File: config.mk
export PLATFORM = sky130hd
export DESIGN_NAME = motor_capture_timer
export DESIGN_NICKNAME = d
export VERILOG_FILES = /design/src/capture_timer_pkg.sv /design/src/hall_filter_if.sv /design/src/hall_filter.sv /design/src/motor_capture_timer.sv
export SDC_FILE = /design/constraint.sdc
export NUM_CORES = 1
export LEC_CHECK = 0
export BUFFER_PORTS_ARGS = -buffer_cell sky130_fd_sc_hd__buf_4
export CORE_MARGIN = 1
export CORE_UTILIZATION = 50
export CTS_BUF_LIST = sky130_fd_sc_hd__clkbuf_4
export DETAILED_ROUTE_END_ITERATION = 16
export MAX_ROUTING_LAYER = met4
export PLACE_DENSITY_LB_ADDON = 0.15
export SLEW_MARGIN = 25
export SYNTH_ARGS = -nofsm -noshare
export SYNTH_HDL_FRONTEND = slang
export SYNTH_SLANG_ARGS = --single-unit
File: constraint.sdc
create_clock -name CORE_CLK -period 5.4 [get_ports CORE_CLK]
set_input_delay 1.08 -clock CORE_CLK [delete_from_list [all_inputs] [get_ports CORE_CLK]]
set_output_delay 1.08 -clock CORE_CLK [all_outputs]
set_load 0.02 [all_outputs]
File: src/capture_timer_pkg.sv
// Purpose: Shared constants of the motor capture/compare timer
// Assumes: APB with 32-bit data, one register per aligned word
// Notes: Registers are 8 bits wide and sit in the low byte lane
package capture_timer_pkg;

  // Register byte addresses
  localparam logic [7:0] ADDR_CTRL0 = 8'h00;
  localparam logic [7:0] ADDR_CTRL1 = 8'h04;
  localparam logic [7:0] ADDR_RUN_LO = 8'h08;
  localparam logic [7:0] ADDR_RUN_HI = 8'h0C;
  localparam logic [7:0] ADDR_CMP_LO = 8'h10;
  localparam logic [7:0] ADDR_CMP_HI = 8'h14;
  localparam logic [7:0] ADDR_CAP_LO = 8'h18;
  localparam logic [7:0] ADDR_CAP_HI = 8'h1C;
  localparam logic [7:0] ADDR_STATUS = 8'h20;
  localparam logic [7:0] ADDR_MASK = 8'h24;

  // Control register 0 fields
  localparam int PAUSE_BIT = 7;
  localparam int CLKSEL_LSB = 4;
  localparam int ON_BIT = 3;
  localparam logic [7:0] CTRL0_WMASK = 8'hFB;

  // Control register 1 fields
  localparam int EDGE_LSB = 6;
  localparam int CAPTURE_INPUT_ENABLE_BIT = 5;
  localparam int FOUR_BIT = 4;
  localparam int DIV4_BIT = 3;
  localparam int FIL_BIT = 2;
  localparam int CLRCAP_BIT = 1;
  localparam int CLRCMP_BIT = 0;

  // Status and mask layout
  localparam int ST_OVF = 0;
  localparam int ST_CMP = 1;
  localparam int ST_CAP = 2;
  localparam int ST_W = 3;

  // Capture edge encodings
  localparam logic [1:0] EDGE_OFF = 2'h0;
  localparam logic [1:0] EDGE_RISE = 2'h1;
  localparam logic [1:0] EDGE_FALL = 2'h2;
  localparam logic [1:0] EDGE_BOTH = 2'h3;

  // Reset values and limits
  localparam logic [7:0] CTRL_RST = 8'h00;
  localparam logic [15:0] CMP_RST = 16'h0000;
  localparam logic [15:0] CAPT_RST = 16'h0000;
  localparam logic [15:0] COUNT_MAX = 16'hFFFF;
  localparam int PRESC_W = 7;
  localparam logic [1:0] FILT_DIV_LAST = 2'h3;

endpackage

File: src/hall_filter_if.sv
// Purpose: Carries filter controls and detected edges
// Assumes: Same clock on both sides
// Notes: Edge strobes are one-cycle pulses
`timescale 1ns/1ns
interface hall_filter_if;
  logic enable;
  logic four_samples;
  logic div4;
  logic rise;
  logic fall;

  modport filt (
    input enable,
    input four_samples,
    input div4,
    output rise,
    output fall
  );

  modport user (
    output enable,
    output four_samples,
    output div4,
    input rise,
    input fall
  );
endinterface

File: src/hall_filter.sv
// Purpose: Synchronise and deglitch the hall capture source
// Assumes: Hall input is asynchronous to the core clock
// Notes: Edges are reported in the same cycle the filtered level changes
`timescale 1ns/1ns
module hall_filter (
  input wire logic clk,
  input wire logic rst,
  input wire logic hall_in,
  hall_filter_if.filt fi
);

  typedef struct packed {
    logic sync1;
    logic sync2;
    logic [3:0] hist;
    logic [1:0] div;
    logic level;
    logic level_prev;
  } filt_s;

  filt_s st_r;
  filt_s st_nxt;
  logic samp_tick;

  always_comb begin
    st_nxt = st_r;
    st_nxt.sync1 = hall_in;
    st_nxt.sync2 = st_r.sync1;
    st_nxt.div = st_r.div + 2'h1;
    // Sample at full rate or every fourth clock see (RULE6)
    samp_tick = !fi.div4 || (st_r.div == capture_timer_pkg::FILT_DIV_LAST);
    if (samp_tick) begin
      st_nxt.hist = {st_r.hist[2:0], st_r.sync2};
    end
    st_nxt.level_prev = st_r.level;
    if (!fi.enable) begin
      st_nxt.level = st_r.sync2;
    end else if (fi.four_samples) begin
      // Level moves only after a run of equal samples see (RULE5)
      if (st_r.hist == {4{~st_r.level}}) begin
        st_nxt.level = ~st_r.level;
      end
    end else if (st_r.hist[1:0] == {2{~st_r.level}}) begin
      st_nxt.level = ~st_r.level;
    end
  end

  always_ff @(posedge clk or posedge rst) begin
    if (rst) begin
      st_r <= '0;
    end else begin
      st_r <= st_nxt;
    end
  end

  assign fi.rise = st_r.level && !st_r.level_prev;
  assign fi.fall = !st_r.level && st_r.level_prev;
endmodule

File: src/motor_capture_timer.sv
// Purpose: 16-bit count-up capture/compare timer for motor control
// Assumes: APB slave, zero wait states, 125 MHz CORE_CLK
// Notes: Status bits clear on read; IRQ is a level
// Operation
// (RULE1) Compare value is two writable bytes, both zero after reset.
// (RULE2) Captured count is two read-only bytes, undefined until a capture.
// (RULE3) One hall capture input, active on rising, falling or both edges.
// (RULE4) Counter runs only when on; captures also need capture enable.
// (RULE5) With the filter on, an edge counts after 2 or 4 equal samples.
// (RULE6) Filter samples at the system clock or the system clock over 4.
// (RULE7) A valid capture copies the running count into the capture pair.
// (RULE8) Counter overflow sets the overflow flag.
// (RULE9) With clear on capture, the counter restarts from zero after it.
// (RULE10) Counter becoming equal to the compare value sets the match flag.
// (RULE11) With clear on compare, a match resets the counter to zero.
// (RULE12) The compare match is offered as an output to stop the PWM.
// (RULE13) Edge field: 00 off, 01 rising, 10 falling, 11 both.
// (RULE14) Count clock is the system clock divided by 2 to the select.
// (RULE15) Turning on zeroes the counter; turning off keeps its value.
// (RULE16) Pause freezes the counter, which resumes from that value.
// (RULE17) Overflow wraps all ones to zero and counting continues.
//
// Chosen here: register access over APB and the address map.
`timescale 1ns/1ns
module motor_capture_timer (
  input wire logic CORE_CLK,
  input wire logic RST,
  input wire logic PSEL,
  input wire logic PENABLE,
  input wire logic PWRITE,
  input wire logic [7:0] PADDR,
  input wire logic [31:0] PWDATA,
  output logic [31:0] PRDATA,
  output logic PREADY,
  output logic PSLVERR,
  input wire logic HALL_INPUT,
  output logic COMPARE_MATCH,
  output logic IRQ
);

  typedef struct packed {
    logic [7:0] ctrl0;
    logic [7:0] ctrl1;
    logic [15:0] count;
    logic [15:0] cmp;
    logic [15:0] capt;
    logic [2:0] status;
    logic [2:0] mask;
    logic [6:0] presc;
    logic on_prev;
    logic match;
    logic irq;
    logic [31:0] rdata;
  } timer_s;

  timer_s st_r;
  timer_s st_nxt;
  hall_filter_if fi ();

  logic on, pause, cap_en, tick, on_rise, step;
  logic cap_evt, ovf_evt, match_evt;
  logic setup, access, wr, rd_clear;
  logic [1:0] edge_sel;
  logic [2:0] clk_sel;
  logic [15:0] inc;
  logic [7:0] wbyte;

  function automatic logic [6:0] div_mask(input logic [2:0] sel);
    logic [7:0] m;
    m = (8'h01 << sel) - 8'h01;
    return m[6:0];
  endfunction

  function automatic logic edge_hit(input logic [1:0] sel,
                                    input logic rise,
                                    input logic fall);
    logic hit;
    hit = 1'b0;
    case (sel)
      capture_timer_pkg::EDGE_RISE: hit = rise;
      capture_timer_pkg::EDGE_FALL: hit = fall;
      capture_timer_pkg::EDGE_BOTH: hit = rise || fall;
      default: hit = 1'b0;
    endcase
    return hit;
  endfunction

  function automatic logic mapped(input logic [7:0] a);
    return a == capture_timer_pkg::ADDR_CTRL0
        || a == capture_timer_pkg::ADDR_CTRL1
        || a == capture_timer_pkg::ADDR_RUN_LO
        || a == capture_timer_pkg::ADDR_RUN_HI
        || a == capture_timer_pkg::ADDR_CMP_LO
        || a == capture_timer_pkg::ADDR_CMP_HI
        || a == capture_timer_pkg::ADDR_CAP_LO
        || a == capture_timer_pkg::ADDR_CAP_HI
        || a == capture_timer_pkg::ADDR_STATUS
        || a == capture_timer_pkg::ADDR_MASK;
  endfunction

  assign on = st_r.ctrl0[capture_timer_pkg::ON_BIT];
  assign pause = st_r.ctrl0[capture_timer_pkg::PAUSE_BIT];
  assign clk_sel = st_r.ctrl0[capture_timer_pkg::CLKSEL_LSB +: 3];
  assign cap_en = st_r.ctrl1[capture_timer_pkg::CAPTURE_INPUT_ENABLE_BIT];
  assign edge_sel = st_r.ctrl1[capture_timer_pkg::EDGE_LSB +: 2];

  // Filter only runs while the module is on see (RULE5)
  assign fi.enable = on && st_r.ctrl1[capture_timer_pkg::FIL_BIT];
  assign fi.four_samples = st_r.ctrl1[capture_timer_pkg::FOUR_BIT];
  assign fi.div4 = st_r.ctrl1[capture_timer_pkg::DIV4_BIT];

  hall_filter i_hall_filter (
    .clk(CORE_CLK),
    .rst(RST),
    .hall_in(HALL_INPUT),
    .fi(fi.filt)
  );

  always_comb begin
    st_nxt = st_r;
    setup = PSEL && !PENABLE;
    access = PSEL && PENABLE;
    wr = access && PWRITE && mapped(PADDR);
    rd_clear = access && !PWRITE && PADDR == capture_timer_pkg::ADDR_STATUS;
    wbyte = PWDATA[7:0];

    // Prescaler restarts on every off period see (RULE14)
    tick = (st_r.presc & div_mask(clk_sel)) == div_mask(clk_sel);
    st_nxt.presc = on ? st_r.presc + 7'h01 : '0;
    on_rise = on && !st_r.on_prev;
    st_nxt.on_prev = on;
    step = on && !pause && tick && !on_rise; // see (RULE4) see (RULE16)
    inc = st_r.count + 16'h0001; // see (RULE17)
    ovf_evt = step
        && st_r.count == capture_timer_pkg::COUNT_MAX; // see (RULE8)
    match_evt = step && inc == st_r.cmp; // see (RULE10)
    cap_evt = on && cap_en
        && edge_hit(edge_sel, fi.rise, fi.fall); // see (RULE3) see (RULE13)

    if (step) begin
      // Zero compare matches on the wrap see (RULE11)
      if (match_evt && st_r.ctrl1[capture_timer_pkg::CLRCMP_BIT]) begin
        st_nxt.count = '0;
      end else begin
        st_nxt.count = inc;
      end
    end
    if (cap_evt) begin
      st_nxt.capt = st_r.count; // see (RULE7)
      if (st_r.ctrl1[capture_timer_pkg::CLRCAP_BIT]) begin
        st_nxt.count = '0; // see (RULE9)
      end
    end
    if (on_rise) begin
      st_nxt.count = '0; // see (RULE15)
    end

    if (wr) begin
      case (PADDR)
        capture_timer_pkg::ADDR_CTRL0:
          st_nxt.ctrl0 = wbyte & capture_timer_pkg::CTRL0_WMASK;
        capture_timer_pkg::ADDR_CTRL1: st_nxt.ctrl1 = wbyte;
        capture_timer_pkg::ADDR_CMP_LO: st_nxt.cmp[7:0] = wbyte; // see (RULE1)
        capture_timer_pkg::ADDR_CMP_HI: st_nxt.cmp[15:8] = wbyte; // see (RULE1)
        capture_timer_pkg::ADDR_MASK:
          st_nxt.mask = wbyte[capture_timer_pkg::ST_W-1:0];
        default: st_nxt.mask = st_r.mask;
      endcase
    end

    // Read data is taken in setup so it stands through access
    if (setup && !PWRITE) begin
      st_nxt.rdata = '0;
      case (PADDR)
        capture_timer_pkg::ADDR_CTRL0: st_nxt.rdata[7:0] = st_r.ctrl0;
        capture_timer_pkg::ADDR_CTRL1: st_nxt.rdata[7:0] = st_r.ctrl1;
        capture_timer_pkg::ADDR_RUN_LO: st_nxt.rdata[7:0] = st_r.count[7:0];
        capture_timer_pkg::ADDR_RUN_HI: st_nxt.rdata[7:0] = st_r.count[15:8];
        capture_timer_pkg::ADDR_CMP_LO: st_nxt.rdata[7:0] = st_r.cmp[7:0];
        capture_timer_pkg::ADDR_CMP_HI: st_nxt.rdata[7:0] = st_r.cmp[15:8];
        capture_timer_pkg::ADDR_CAP_LO:
          st_nxt.rdata[7:0] = st_r.capt[7:0]; // see (RULE2)
        capture_timer_pkg::ADDR_CAP_HI:
          st_nxt.rdata[7:0] = st_r.capt[15:8]; // see (RULE2)
        capture_timer_pkg::ADDR_STATUS:
          st_nxt.rdata[capture_timer_pkg::ST_W-1:0] = st_r.status;
        capture_timer_pkg::ADDR_MASK:
          st_nxt.rdata[capture_timer_pkg::ST_W-1:0] = st_r.mask;
        default: st_nxt.rdata = '0;
      endcase
    end

    // Only bits already reported are cleared, so a new event survives
    if (rd_clear) begin
      st_nxt.status = st_r.status & ~st_r.rdata[capture_timer_pkg::ST_W-1:0];
    end
    st_nxt.status[capture_timer_pkg::ST_OVF] =
        st_nxt.status[capture_timer_pkg::ST_OVF] || ovf_evt;
    st_nxt.status[capture_timer_pkg::ST_CMP] =
        st_nxt.status[capture_timer_pkg::ST_CMP] || match_evt;
    st_nxt.status[capture_timer_pkg::ST_CAP] =
        st_nxt.status[capture_timer_pkg::ST_CAP] || cap_evt;
    st_nxt.irq = |(st_nxt.status & st_nxt.mask);
    st_nxt.match = match_evt; // see (RULE12)
  end

  always_ff @(posedge CORE_CLK or posedge RST) begin
    if (RST) begin
      st_r.ctrl0 <= capture_timer_pkg::CTRL_RST;
      st_r.ctrl1 <= capture_timer_pkg::CTRL_RST;
      st_r.count <= '0;
      st_r.cmp <= capture_timer_pkg::CMP_RST;
      st_r.capt <= capture_timer_pkg::CAPT_RST;
      st_r.status <= '0;
      st_r.mask <= '0;
      st_r.presc <= '0;
      st_r.on_prev <= 1'b0;
      st_r.match <= 1'b0;
      st_r.irq <= 1'b0;
      st_r.rdata <= '0;
    end else begin
      st_r <= st_nxt;
    end
  end

  assign PRDATA = st_r.rdata;
  assign PREADY = 1'b1;
  assign PSLVERR = access && !mapped(PADDR);
  assign COMPARE_MATCH = st_r.match;
  assign IRQ = st_r.irq;
endmodule

# --- Word level (Yosys, flattened, before mapping) ---
# Index checks and enable logic that the tools add are counted.
totals:
  output_inout_bits: 36
  regBits: 97
  wordCells: 115
  input_bits: 46
classes:
  n_bitwise: 5
  shifts: 1
  n_reduce_logical: 50
  n_addsub: 4
  mux: 16
  eq_ne: 20
ops:
  columns: ["cell", "n"]
  rows:
  - ["16-bit 2-to-1 mux", 5]
  - ["5-bit case mux with 8 select lines", 1]
  - ["8-bit by 5-bit == test with 1-bit output, second input constant", 4]
  - ["3-bit case mux with 10 select lines", 1]
  - ["1-bit logical AND", 20]
  - ["16-bit by 1-bit adder with 16-bit output, second input constant", 1]
  - ["16-bit == test", 1]
  - ["16-bit == test, second input constant", 1]
  - ["8-bit by 4-bit == test with 1-bit output, second input constant", 2]
  - ["8-bit by 6-bit == test with 1-bit output, second input constant", 2]
  - ["1-bit logical OR", 14]
  - ["2-bit AND reduction", 5]
  - ["1-bit logical NOT", 9]
  - ["3-bit 2-to-1 mux", 3]
  - ["8-bit by 3-bit == test with 1-bit output, second input constant", 1]
  - ["8-bit logical NOT", 1]
  - ["7-bit by 1-bit adder with 7-bit output, second input constant", 1]
  - ["7-bit AND", 1]
  - ["7-bit == test", 1]
  - ["7-bit 2-to-1 mux", 1]
  - ["1-bit by 3-bit << shifter with 7-bit output, first input constant", 1]
  - ["7-bit by 1-bit subtractor with 7-bit output, second input constant", 1]
  - ["3-bit AND", 2]
  - ["2-bit == test, second input constant", 3]
  - ["10 further kinds", 14]

# --- Depth between registers and ports, before layout ---
# Gate-level depths: netlist of the first run.
logic_depth:
  depth_word: 14
  depth_mapped: 9
  mapped_depth_nobuf: 8

# --- By module ---
# From an unflattened synthesis of the first run, not the netlist that was laid out.
hier_totals:
  hier_cells: 529
  hier_area_um2: 5495.3
modules_own_cells:
  columns: ["mod", "area_each_um2", "cells_per_inst", "instances"]
  rows:
  - ["motor_capture_timer", 5107.4, 503, 1]
  - ["hall_filter", 387.9, 26, 1]

# --- Worst setup path after synthesis of the first run ---
# OpenSTA, ideal clock, no wires.
synth_timing:
  path_kind: "input to output"
  start: "input PADDR[7]"
  end: "output PSLVERR"
  arrival_ns: 2.038
  cell_stages: 2
  required_ns: 4.320
  setup_slack_ns: 2.282
  path_cell_list: "nor4_1 > a21oi_1"
synth_via:
  elab_chain_len: 12
  word_cells_on_any_way: 21
synth_rtl:
  columns: ["item", "line_no", "source"]
  rows:
  - ["start: declaration", "motor_capture_timer.sv:31", "input wire logic [7:0] PADDR,"]
  - ["8-bit by 3-bit == test with 1-bit output / 8-bit logical NOT (equally long branches)", "motor_capture_timer.sv:90, motor_capture_timer.sv:89", null]
  - ["1-bit logical OR", "motor_capture_timer.sv:90", "|| a == capture_timer_pkg::ADDR_CTRL1"]
  - ["1-bit logical OR", "motor_capture_timer.sv:91", "|| a == capture_timer_pkg::ADDR_RUN_LO"]
  - ["1-bit logical OR", "motor_capture_timer.sv:92", "|| a == capture_timer_pkg::ADDR_RUN_HI"]
  - ["1-bit logical OR", "motor_capture_timer.sv:93", "|| a == capture_timer_pkg::ADDR_CMP_LO"]
  - ["1-bit logical OR", "motor_capture_timer.sv:94", "|| a == capture_timer_pkg::ADDR_CMP_HI"]
  - ["1-bit logical OR", "motor_capture_timer.sv:95", "|| a == capture_timer_pkg::ADDR_CAP_LO"]
  - ["1-bit logical OR", "motor_capture_timer.sv:96", "|| a == capture_timer_pkg::ADDR_CAP_HI"]
  - ["1-bit logical OR", "motor_capture_timer.sv:97", "|| a == capture_timer_pkg::ADDR_STATUS"]
  - ["1-bit logical OR (*)", "motor_capture_timer.sv:98", "|| a == capture_timer_pkg::ADDR_MASK;"]
  - ["1-bit logical NOT (*)", "motor_capture_timer.sv:228", "assign PSLVERR = access && !mapped(PADDR);"]
  - ["1-bit logical AND (*)", "motor_capture_timer.sv:228", null]
  - ["end: declaration", "motor_capture_timer.sv:35", "output logic PSLVERR,"]
# Every way passes the cells marked *; elsewhere a longest branch is shown, timed or not.

# --- Worst setup path in the final report of the first run ---
layout_timing:
  start: "input PADDR[7]"
  end: "register st_r (netlist bit edge_sel[1])"
layout_via:
  elab_chain_len: 12
  word_cells_on_any_way: 21
layout_rtl:
  columns: ["item", "line_no", "source"]
  rows:
  - ["8-bit by 3-bit == test with 1-bit output / 8-bit logical NOT (equally long branches)", "motor_capture_timer.sv:90, motor_capture_timer.sv:159, motor_capture_timer.sv:89", null]
  - ["1-bit logical OR", "motor_capture_timer.sv:90", null]
  - ["1-bit logical OR", "motor_capture_timer.sv:91", null]
  - ["1-bit logical OR", "motor_capture_timer.sv:92", null]
  - ["1-bit logical OR", "motor_capture_timer.sv:93", null]
  - ["1-bit logical OR", "motor_capture_timer.sv:94", null]
  - ["1-bit logical OR", "motor_capture_timer.sv:95", null]
  - ["1-bit logical OR", "motor_capture_timer.sv:96", null]
  - ["1-bit logical OR", "motor_capture_timer.sv:97", null]
  - ["1-bit logical OR", "motor_capture_timer.sv:98", null]
  - ["1-bit logical AND", "motor_capture_timer.sv:123", "wr = access && PWRITE && mapped(PADDR);"]
  - ["2-bit AND reduction (no line) (*)", null, null]
  - ["end signal: assignment", "motor_capture_timer.sv:222", "st_r <= st_nxt;"]
  - ["end: declaration", "motor_capture_timer.sv:56", "timer_s st_r;"]
# Marks and branches as above.
# A chain may end at the register's enable or synchronous reset.

==> results of run 1 <==
flip-flops by register name (all words and copies together), names as in the netlist:
register / cells
PRDATA: 8
fi.div4: 1
st_r: 67
edge_sel: 2
on: 1
COMPARE_MATCH: 1
fi.four_samples: 1
cap_en: 1
i_hall_filter.st_r: 8
clk_sel: 3
pause: 1
IRQ: 1
i_hall_filter.st_nxt: 2
metal layers:
metal  wire [µm]  vias to the layer above
li1            -                     1935
met1        6300                     2010
met2        6150                      119
met3         573                       20
met4         272                        0
met5           0                        -
cell usage in the layout (no fill, tap or decap), types with 4 or more instances in the layout:
master,netlist,layout
a21oi_1,11,11
a22oi_1,5,5
a31oi_1,8,8
and2_1,10,10
and3_1,6,6
and4_1,4,4
buf_4,37,35
clkbuf_4,0,11
conb_1,2,25
dfrtp_1,97,97
ha_1,5,5
inv_1,13,12
mux2_2,55,55
mux2i_1,10,10
mux4_2,9,9
nand2_1,40,40
nand2b_1,6,6
nand3_1,13,13
nand4_1,9,9
nor2_1,22,22
nor2b_1,10,10
nor3_1,22,22
nor3b_1,4,4
nor4_1,9,9
o21ai_0,22,22
o22ai_1,4,4
o31ai_1,4,4
xnor2_1,27,27
xor2_1,8,8
worst max-delay path by stage:
| stage | startpoint | slack [ps] | depth (start not counted) | endpoint |
|---|---|---|---|---|
| after CTS | on | 2050 | 6 | st_r[80] |
| after detailed placement | PADDR[7] | 1580 | 6 | edge_sel[1] |
| after floorplan | RST | 1790 | 1 | COMPARE_MATCH |
| after global routing | on | 1740 | 6 | st_r[80] |
| final | PADDR[7] | 2070 | 6 | edge_sel[1] |
| after global placement | PADDR[7] | 1620 | 6 | edge_sel[0] |
metrics by stage:
step           cell area (µm²)  power [W]
6_report                  5970    0.00118
5_1_grt                   5970    0.00123
4_1_cts                   5970    0.00119
3_5_place_dp              5860   0.000838
3_3_place_gp              5860   0.000837
2_1_floorplan             5830   0.000821
worst max-delay path, cell delays in order:
cell and delay, ps:
buf_4 110, or4_4 540, or3_4 380, or3_4 410, nor2b_1 750, mux2_2 420
cell families (layout without fill, tap and decap cells):
kind of cell,after synthesis,count (layout)
AOI/OAI and AO/OA,80,80
DFF,97,97
muxes,74,74
adders and majority gates,5,5
xor gates and xnor gates,35,35
other,2,26
and+or+nand+nor,178,178
buffers and inverters,78,64
power by group through the flow:
stage,Clock (W),Sequential (W),Combinational (W)
finish,0.000356,0.000736,0.0000868
global route,0.000398,0.000737,0.0000981
CTS,0.000366,0.000736,0.0000883
detailed placement,0,0.000750,0.0000881
global placement,0,0.000749,0.0000871
floorplan,0,0.000749,0.0000719
final cells by class:
cell class	instances	area, µm²	area share [%]
sequential	97	2430	40.6
clock buffer	11	82.6	1.38
timing repair buffer	35	263	4.40
tap	140	175	2.93
inverter	13	51.3	0.859
antenna	1	2.50	0.0419
clock inverter	5	30.0	0.503
multi-input combinational	397	2940	49.2
==> metrics.txt, run 1 <==
worst setup margin 2070 ps; HP Start i_hall_filter.st_nxt[8]; Startpoint Class input port; grt met2 use 38.3%; FF-to-FF setup slack 2090 ps; layout cells sized above 1 22.9%; final setup fails 0; max cap viols 0; die area 11900 µm²; part of the power in registers about 63%; Cells after Synth 549; Non-Filler Instances 699; Internal approximately 0.00086 W; total number of vias slightly above 4000; R2R depth 6; hold endpoint i_hall_filter.st_r[8]; fillers 1008; first-pass GRT wire length 21.3 mm; post-layout util a little over half; list of most frequent post-synthesis cells dfrtp_1, mux2_2, nand2_1; TritonRoute pass-1 iters 4; total core area 11000 µm²; Distinct cells, synth 67; crit end category register; largest family of logic cells by synthesized area simple AND/OR/NAND/NOR gates; First DRT Iteration DRCs just over 200; Final period util 61.6%; Area Overhead vs Synth 3.99%; Setup Crit Path Kind in -> reg; IO buf count 32; worst-margin pin slew 1000 ps; CTS tree done; Compound-Gate Fraction of Synth Area 9.17%; final-report max-slew violation count 0; maximum root-to-sink buffer count 2; sw frac a little over a quarter; skew final 16.1 ps; Post-Synth Simple-Gate Area 17.9%; CTS Buf Count 9; #FFs+latches synth a little under 100; most frequent cell after synthesis dfrtp_1; area leader, netlist dfrtp_1; largest net degree at the start of global routing 69; Post-CTS Hold Fix Bufs 0; HPWL Detailed 9.64 mm; Root Driver clkbuf_4; H-tree depth 3; Avg Synthesized Cell Area 10.5 µm²; met3 usage 4.00%; synthesized cell area 5740 µm²; CP max FO 9; Arrival @ worst endpoint around 3700 ps; switching power 0.000316 W; clk_lat worst skew 480 ps; Primary FF master, synth dfrtp_1; unrepaired setup endpoints after global routing no; CP required 5770 ps; Final Critical Period 3330 ps; Clock power frac 30.2%; CTS resizes 0; Top Usage Layer GRT met2; Post-synth EDFFs 0; Global Route Usage Sum 25.1%; Gate power share around 7.4%; placed cells 682; # IOs 82; RR Endpoint st_r[80]; initial antenna violation count 1; Die W 109 µm; clk slew on worst S/H paths roughly 140 ps; ANT nets after route 0; yosys warns 0; Post-CTS Setup Inserts 0; top achievable clock speed 301 MHz; CTS sink count a little under 100; Synth async-reset ratio 100%; Worst Hold Class reg -> reg; vias in the first global route about 3800; Setup TNS Final 0 ps; post-route DRC violation count 0; Min Hold Slack between 300 and 400 ps; Hold Fails Final Rpt 0; met1 Use GR 33.9%; mux contribution to synthesized area 16.1%; worst rel slew slack 32.9%; Nets 604; Rows 38; Leakage between 2 and 3 nW; GPL Wtd Cong 0.898; status complete, no violations; chip height 109 µm; Initial Utilization approximately 52%; Max VDD drop between 0.1 and 0.15 mV; Hold Path Cell Cnt 0; WL final 13.3 mm; top cell type's share of synthesized area 42.3%; top cells by area, synth dfrtp_1, mux2_2, buf_4; grt total ovfl 0; PD cells 197 nW/µm²; Vias/cell 5.84; Synth Area in Adders 1.09%; register area share after synthesis 42.3%; pre-CTS setup slack roughly 1600 ps; drt wl/cell 19.0 µm; R2R Path Start on; XOR/XNOR Fraction of Synth Area 5.34%
No activity file was read; power rests on OpenSTA's default activity.
==> run 2: changes to the inputs <==
--- a/config.mk
+++ b/config.mk
@@ -5,6 +5,7 @@
 export SDC_FILE = /design/constraint.sdc
 export NUM_CORES = 1
 export LEC_CHECK = 0
+export ABC_AREA = 1
 export BUFFER_PORTS_ARGS = -buffer_cell sky130_fd_sc_hd__buf_4
 export CORE_MARGIN = 1
 export CORE_UTILIZATION = 50
==> constraint.sdc (replaced) <==
create_clock -name CORE_CLK -period 3 [get_ports CORE_CLK]
set_input_delay 0.6 -clock CORE_CLK [delete_from_list [all_inputs] [get_ports CORE_CLK]]
set_output_delay 0.6 -clock CORE_CLK [all_outputs]
set_load 0.02 [all_outputs]
==> run 2 against run 1 <==
Worst hold slack got worse by 210 ps. Sequential share of layout area fell by 0.81 points. Global-route usage grew 4.3 points. Die area shrank 1.1%. Synthesized area fell by 1.1%. Clock skew increased by 4.4 ps. Critical path depth grew 6. Via count up 24%.
==> metrics.txt, run 2 <==
Final Power 0.00225 W (+91%); IO buf count 32 (unchanged); final-report max-slew violation count 0 (unchanged); Final Critical Period 2730 ps; Primary FF master, synth dfrtp_1; post-route DRC violation count 0 (unchanged); Distinct cells, synth 42 (-37%); Rows 38 (unchanged); #FFs+latches synth 97 (unchanged); CP max FO 16 (+7); FF-to-FF setup slack 270 ps (-1820 ps); initial antenna violation count 0 (-1); Top reg by flops st_r; fillers 1075 (+6.6%); vias in the first global route 4772 (+24%); total number of vias 5051 (+24%); skew final 20.5 ps (+4.44 ps); WL final 15.4 mm (+16%); HPWL Detailed 11.7 mm (+22%); drt wl/cell 16.8 µm (-12%); first-pass GRT wire length 24.7 mm (+16%); Area Overhead vs Synth 7.27%; ANT nets after route 0 (unchanged); most frequent cell after synthesis nand2_1; status complete, no violations; Initial Utilization 52.0% (-0.12 points); largest net degree at the start of global routing 73 (+5.8%); First DRT Iteration DRCs 396 (+93%); TritonRoute pass-1 iters 5 (+1); Post-synth EDFFs 0 (unchanged); max cap viols 0 (unchanged); top cells by area, synth dfrtp_1, nand2_1, inv_1; total core area 10900 µm² (-0.86%); Startpoint Class register; Leakage 2.97 nW (+10%); CP required 3370 ps (-2400 ps); PD cells 369 nW/µm² (+87%); final setup fails 0 (unchanged); worst-margin pin slew 664 ps (-339 ps); H-tree depth 3 (unchanged); Setup TNS Final 0 ps (unchanged); Post-CTS Hold Fix Bufs 0 (unchanged); layout cells sized above 1 12.6% (-10 points); CTS sink count 97 (unchanged); most frequent cells in the layout nand2_1, dfrtp_1, inv_1; Die W 109 µm (-0.54%); Hold Fails Final Rpt 0 (unchanged); die area 11800 µm² (-1.1%); Root Driver clkbuf_4; # IOs 82 (unchanged); Cells after Synth 743 (+35%); Sequential Area 2430 µm² (unchanged); CTS tree done; met3 usage 5.85% (+1.8 points); top cell type's share of synthesized area 42.7% (+0.47 points); Largest register FFs 67 (unchanged); Global Route Usage Sum 29.4% (+4.3 points); crit end category register; CTS resizes 0 (unchanged); Top Usage Layer GRT met2; Worst Hold Class in -> async; met1 Use GR 39.9% (+6.1 points); GPL Wtd Cong 0.940 (+4.7%); Final period util between 90% and 100%; Synth async-reset ratio 100% (unchanged); Post-CTS Setup Inserts 0 (unchanged); Setup Crit Path Kind reg -> reg; synthesized cell area 5680 µm² (-1.1%); worst rel slew slack 55.1% (+22 points); Avg Synthesized Cell Area 7.65 µm² (-27%); chip height 109 µm (-0.54%); commonest non-fill, non-tap cell in the layout nand2_1; Vias/cell 5.50 (-5.8%); diode count 0 (-1); Nets 824 (+36%); unrepaired setup endpoints after global routing no; maximum root-to-sink buffer count 2 (unchanged); Max VDD drop 0.234 mV (+67%); grt total ovfl 0 (unchanged); list of most frequent post-synthesis cells nand2_1, dfrtp_1, inv_1; top achievable clock speed 366 MHz; clk_lat worst skew 490 ps (about the same); CTS Buf Count 9 (unchanged); grt met2 use 42.8% (+4.5 points); yosys warns 0 (unchanged); Arrival @ worst endpoint 3110 ps (-580 ps); area taken by multi-input logic gates 2640 µm² (-10%); register area share after synthesis 42.7% (+0.47 points); area leader, netlist dfrtp_1; clk slew on worst S/H paths 170 ps (+30 ps)
-- run 2: where the power goes --
| group | total [W] | switching [W] | leakage [nW] | internal [W] |
|---|---|---|---|---|
| Sequential | 0.00132 | 0.00000471 | 1.32 | 0.00132 |
| Combinational | 0.000137 | 0.000101 | 1.57 | 0.0000362 |
| Clock | 0.000792 | 0.000508 | 0.0830 | 0.000284 |
-- run 2: critical path, cell delays in order (launching register included) --
cell and delay [ps]:
dfrtp_1 500, ha_1 260, nand2_1 150, nor2_1 310
nand2_1 100, nand2_1 90, nand3_1 70, nand2_1 110
nand3_1 90, nor3_2 240, nand3_2 400, nand2_1 200
a21oi_1 80
-- run 2: cell type report --
class / instances / share of cell area (%)
clock inverter: 6 / 1.31
multi-input combinational: 528 / 43.3
sequential: 97 / 39.8
timing repair buffer: 44 / 5.63
tap: 140 / 2.87
inverter: 93 / 5.79
clock buffer: 10 / 1.23
-- run 2: worst paths after layout --
| kind | to | depth (start not counted) | start |
|---|---|---|---|
| worst min register to register | i_hall_filter.st_r[8] | 0 | i_hall_filter.st_nxt[8] |
| worst max register to register | st_r[91] | 12 | st_r[80] |
| max in group asynchronous | st_r[88] | 3 | RST |
| worst max-delay path | st_r[91] | 12 | st_r[80] |
| min in group CORE_CLK | i_hall_filter.st_nxt[8] | 1 | HALL_INPUT |
| worst min-delay path | PRDATA[1] | 2 | RST |
-- run 2: logic make-up (layout without fill, tap and decap cells) --
kind of cell | count (synthesis) | count (layout) | synth area share, %
AND/OR/NAND/NOR | 354 | 354 | 28.9
AO/OA/AOI/OAI | 141 | 141 | 14.4
buffers and inverters | 141 | 153 | 12.3
flip-flops | 97 | 97 | 42.7
adder cells (fa/ha/maj) | 5 | 5 | 1.10
XOR/XNOR | 3 | 3 | 0.463
other | 2 | 25 | 0.132
-- run 2: stage by stage --
| stage | util (%) | hold slack, ps | cell area [µm²] | instances | setup WS, ps |
|---|---|---|---|---|---|
| after global routing | 55.7 | 156 | 6090 | 918 | 41.8 |
| after global placement | 54.3 | 331 | 5940 | 902 | 458 |
| after detailed placement | 54.3 | 336 | 5940 | 902 | 402 |
| final | 55.7 | 156 | 6090 | 918 | 269 |
| after CTS | 55.7 | 180 | 6090 | 918 | 369 |
| after floorplan | - | 331 | 5770 | 766 | 537 |
-- run 2: layer usage --
metal	share of wire [%]	vias up
li1	-	2450
met1	46	2374
met2	44	190
met3	7.3	37
met4	3.5	0
met5	0	-
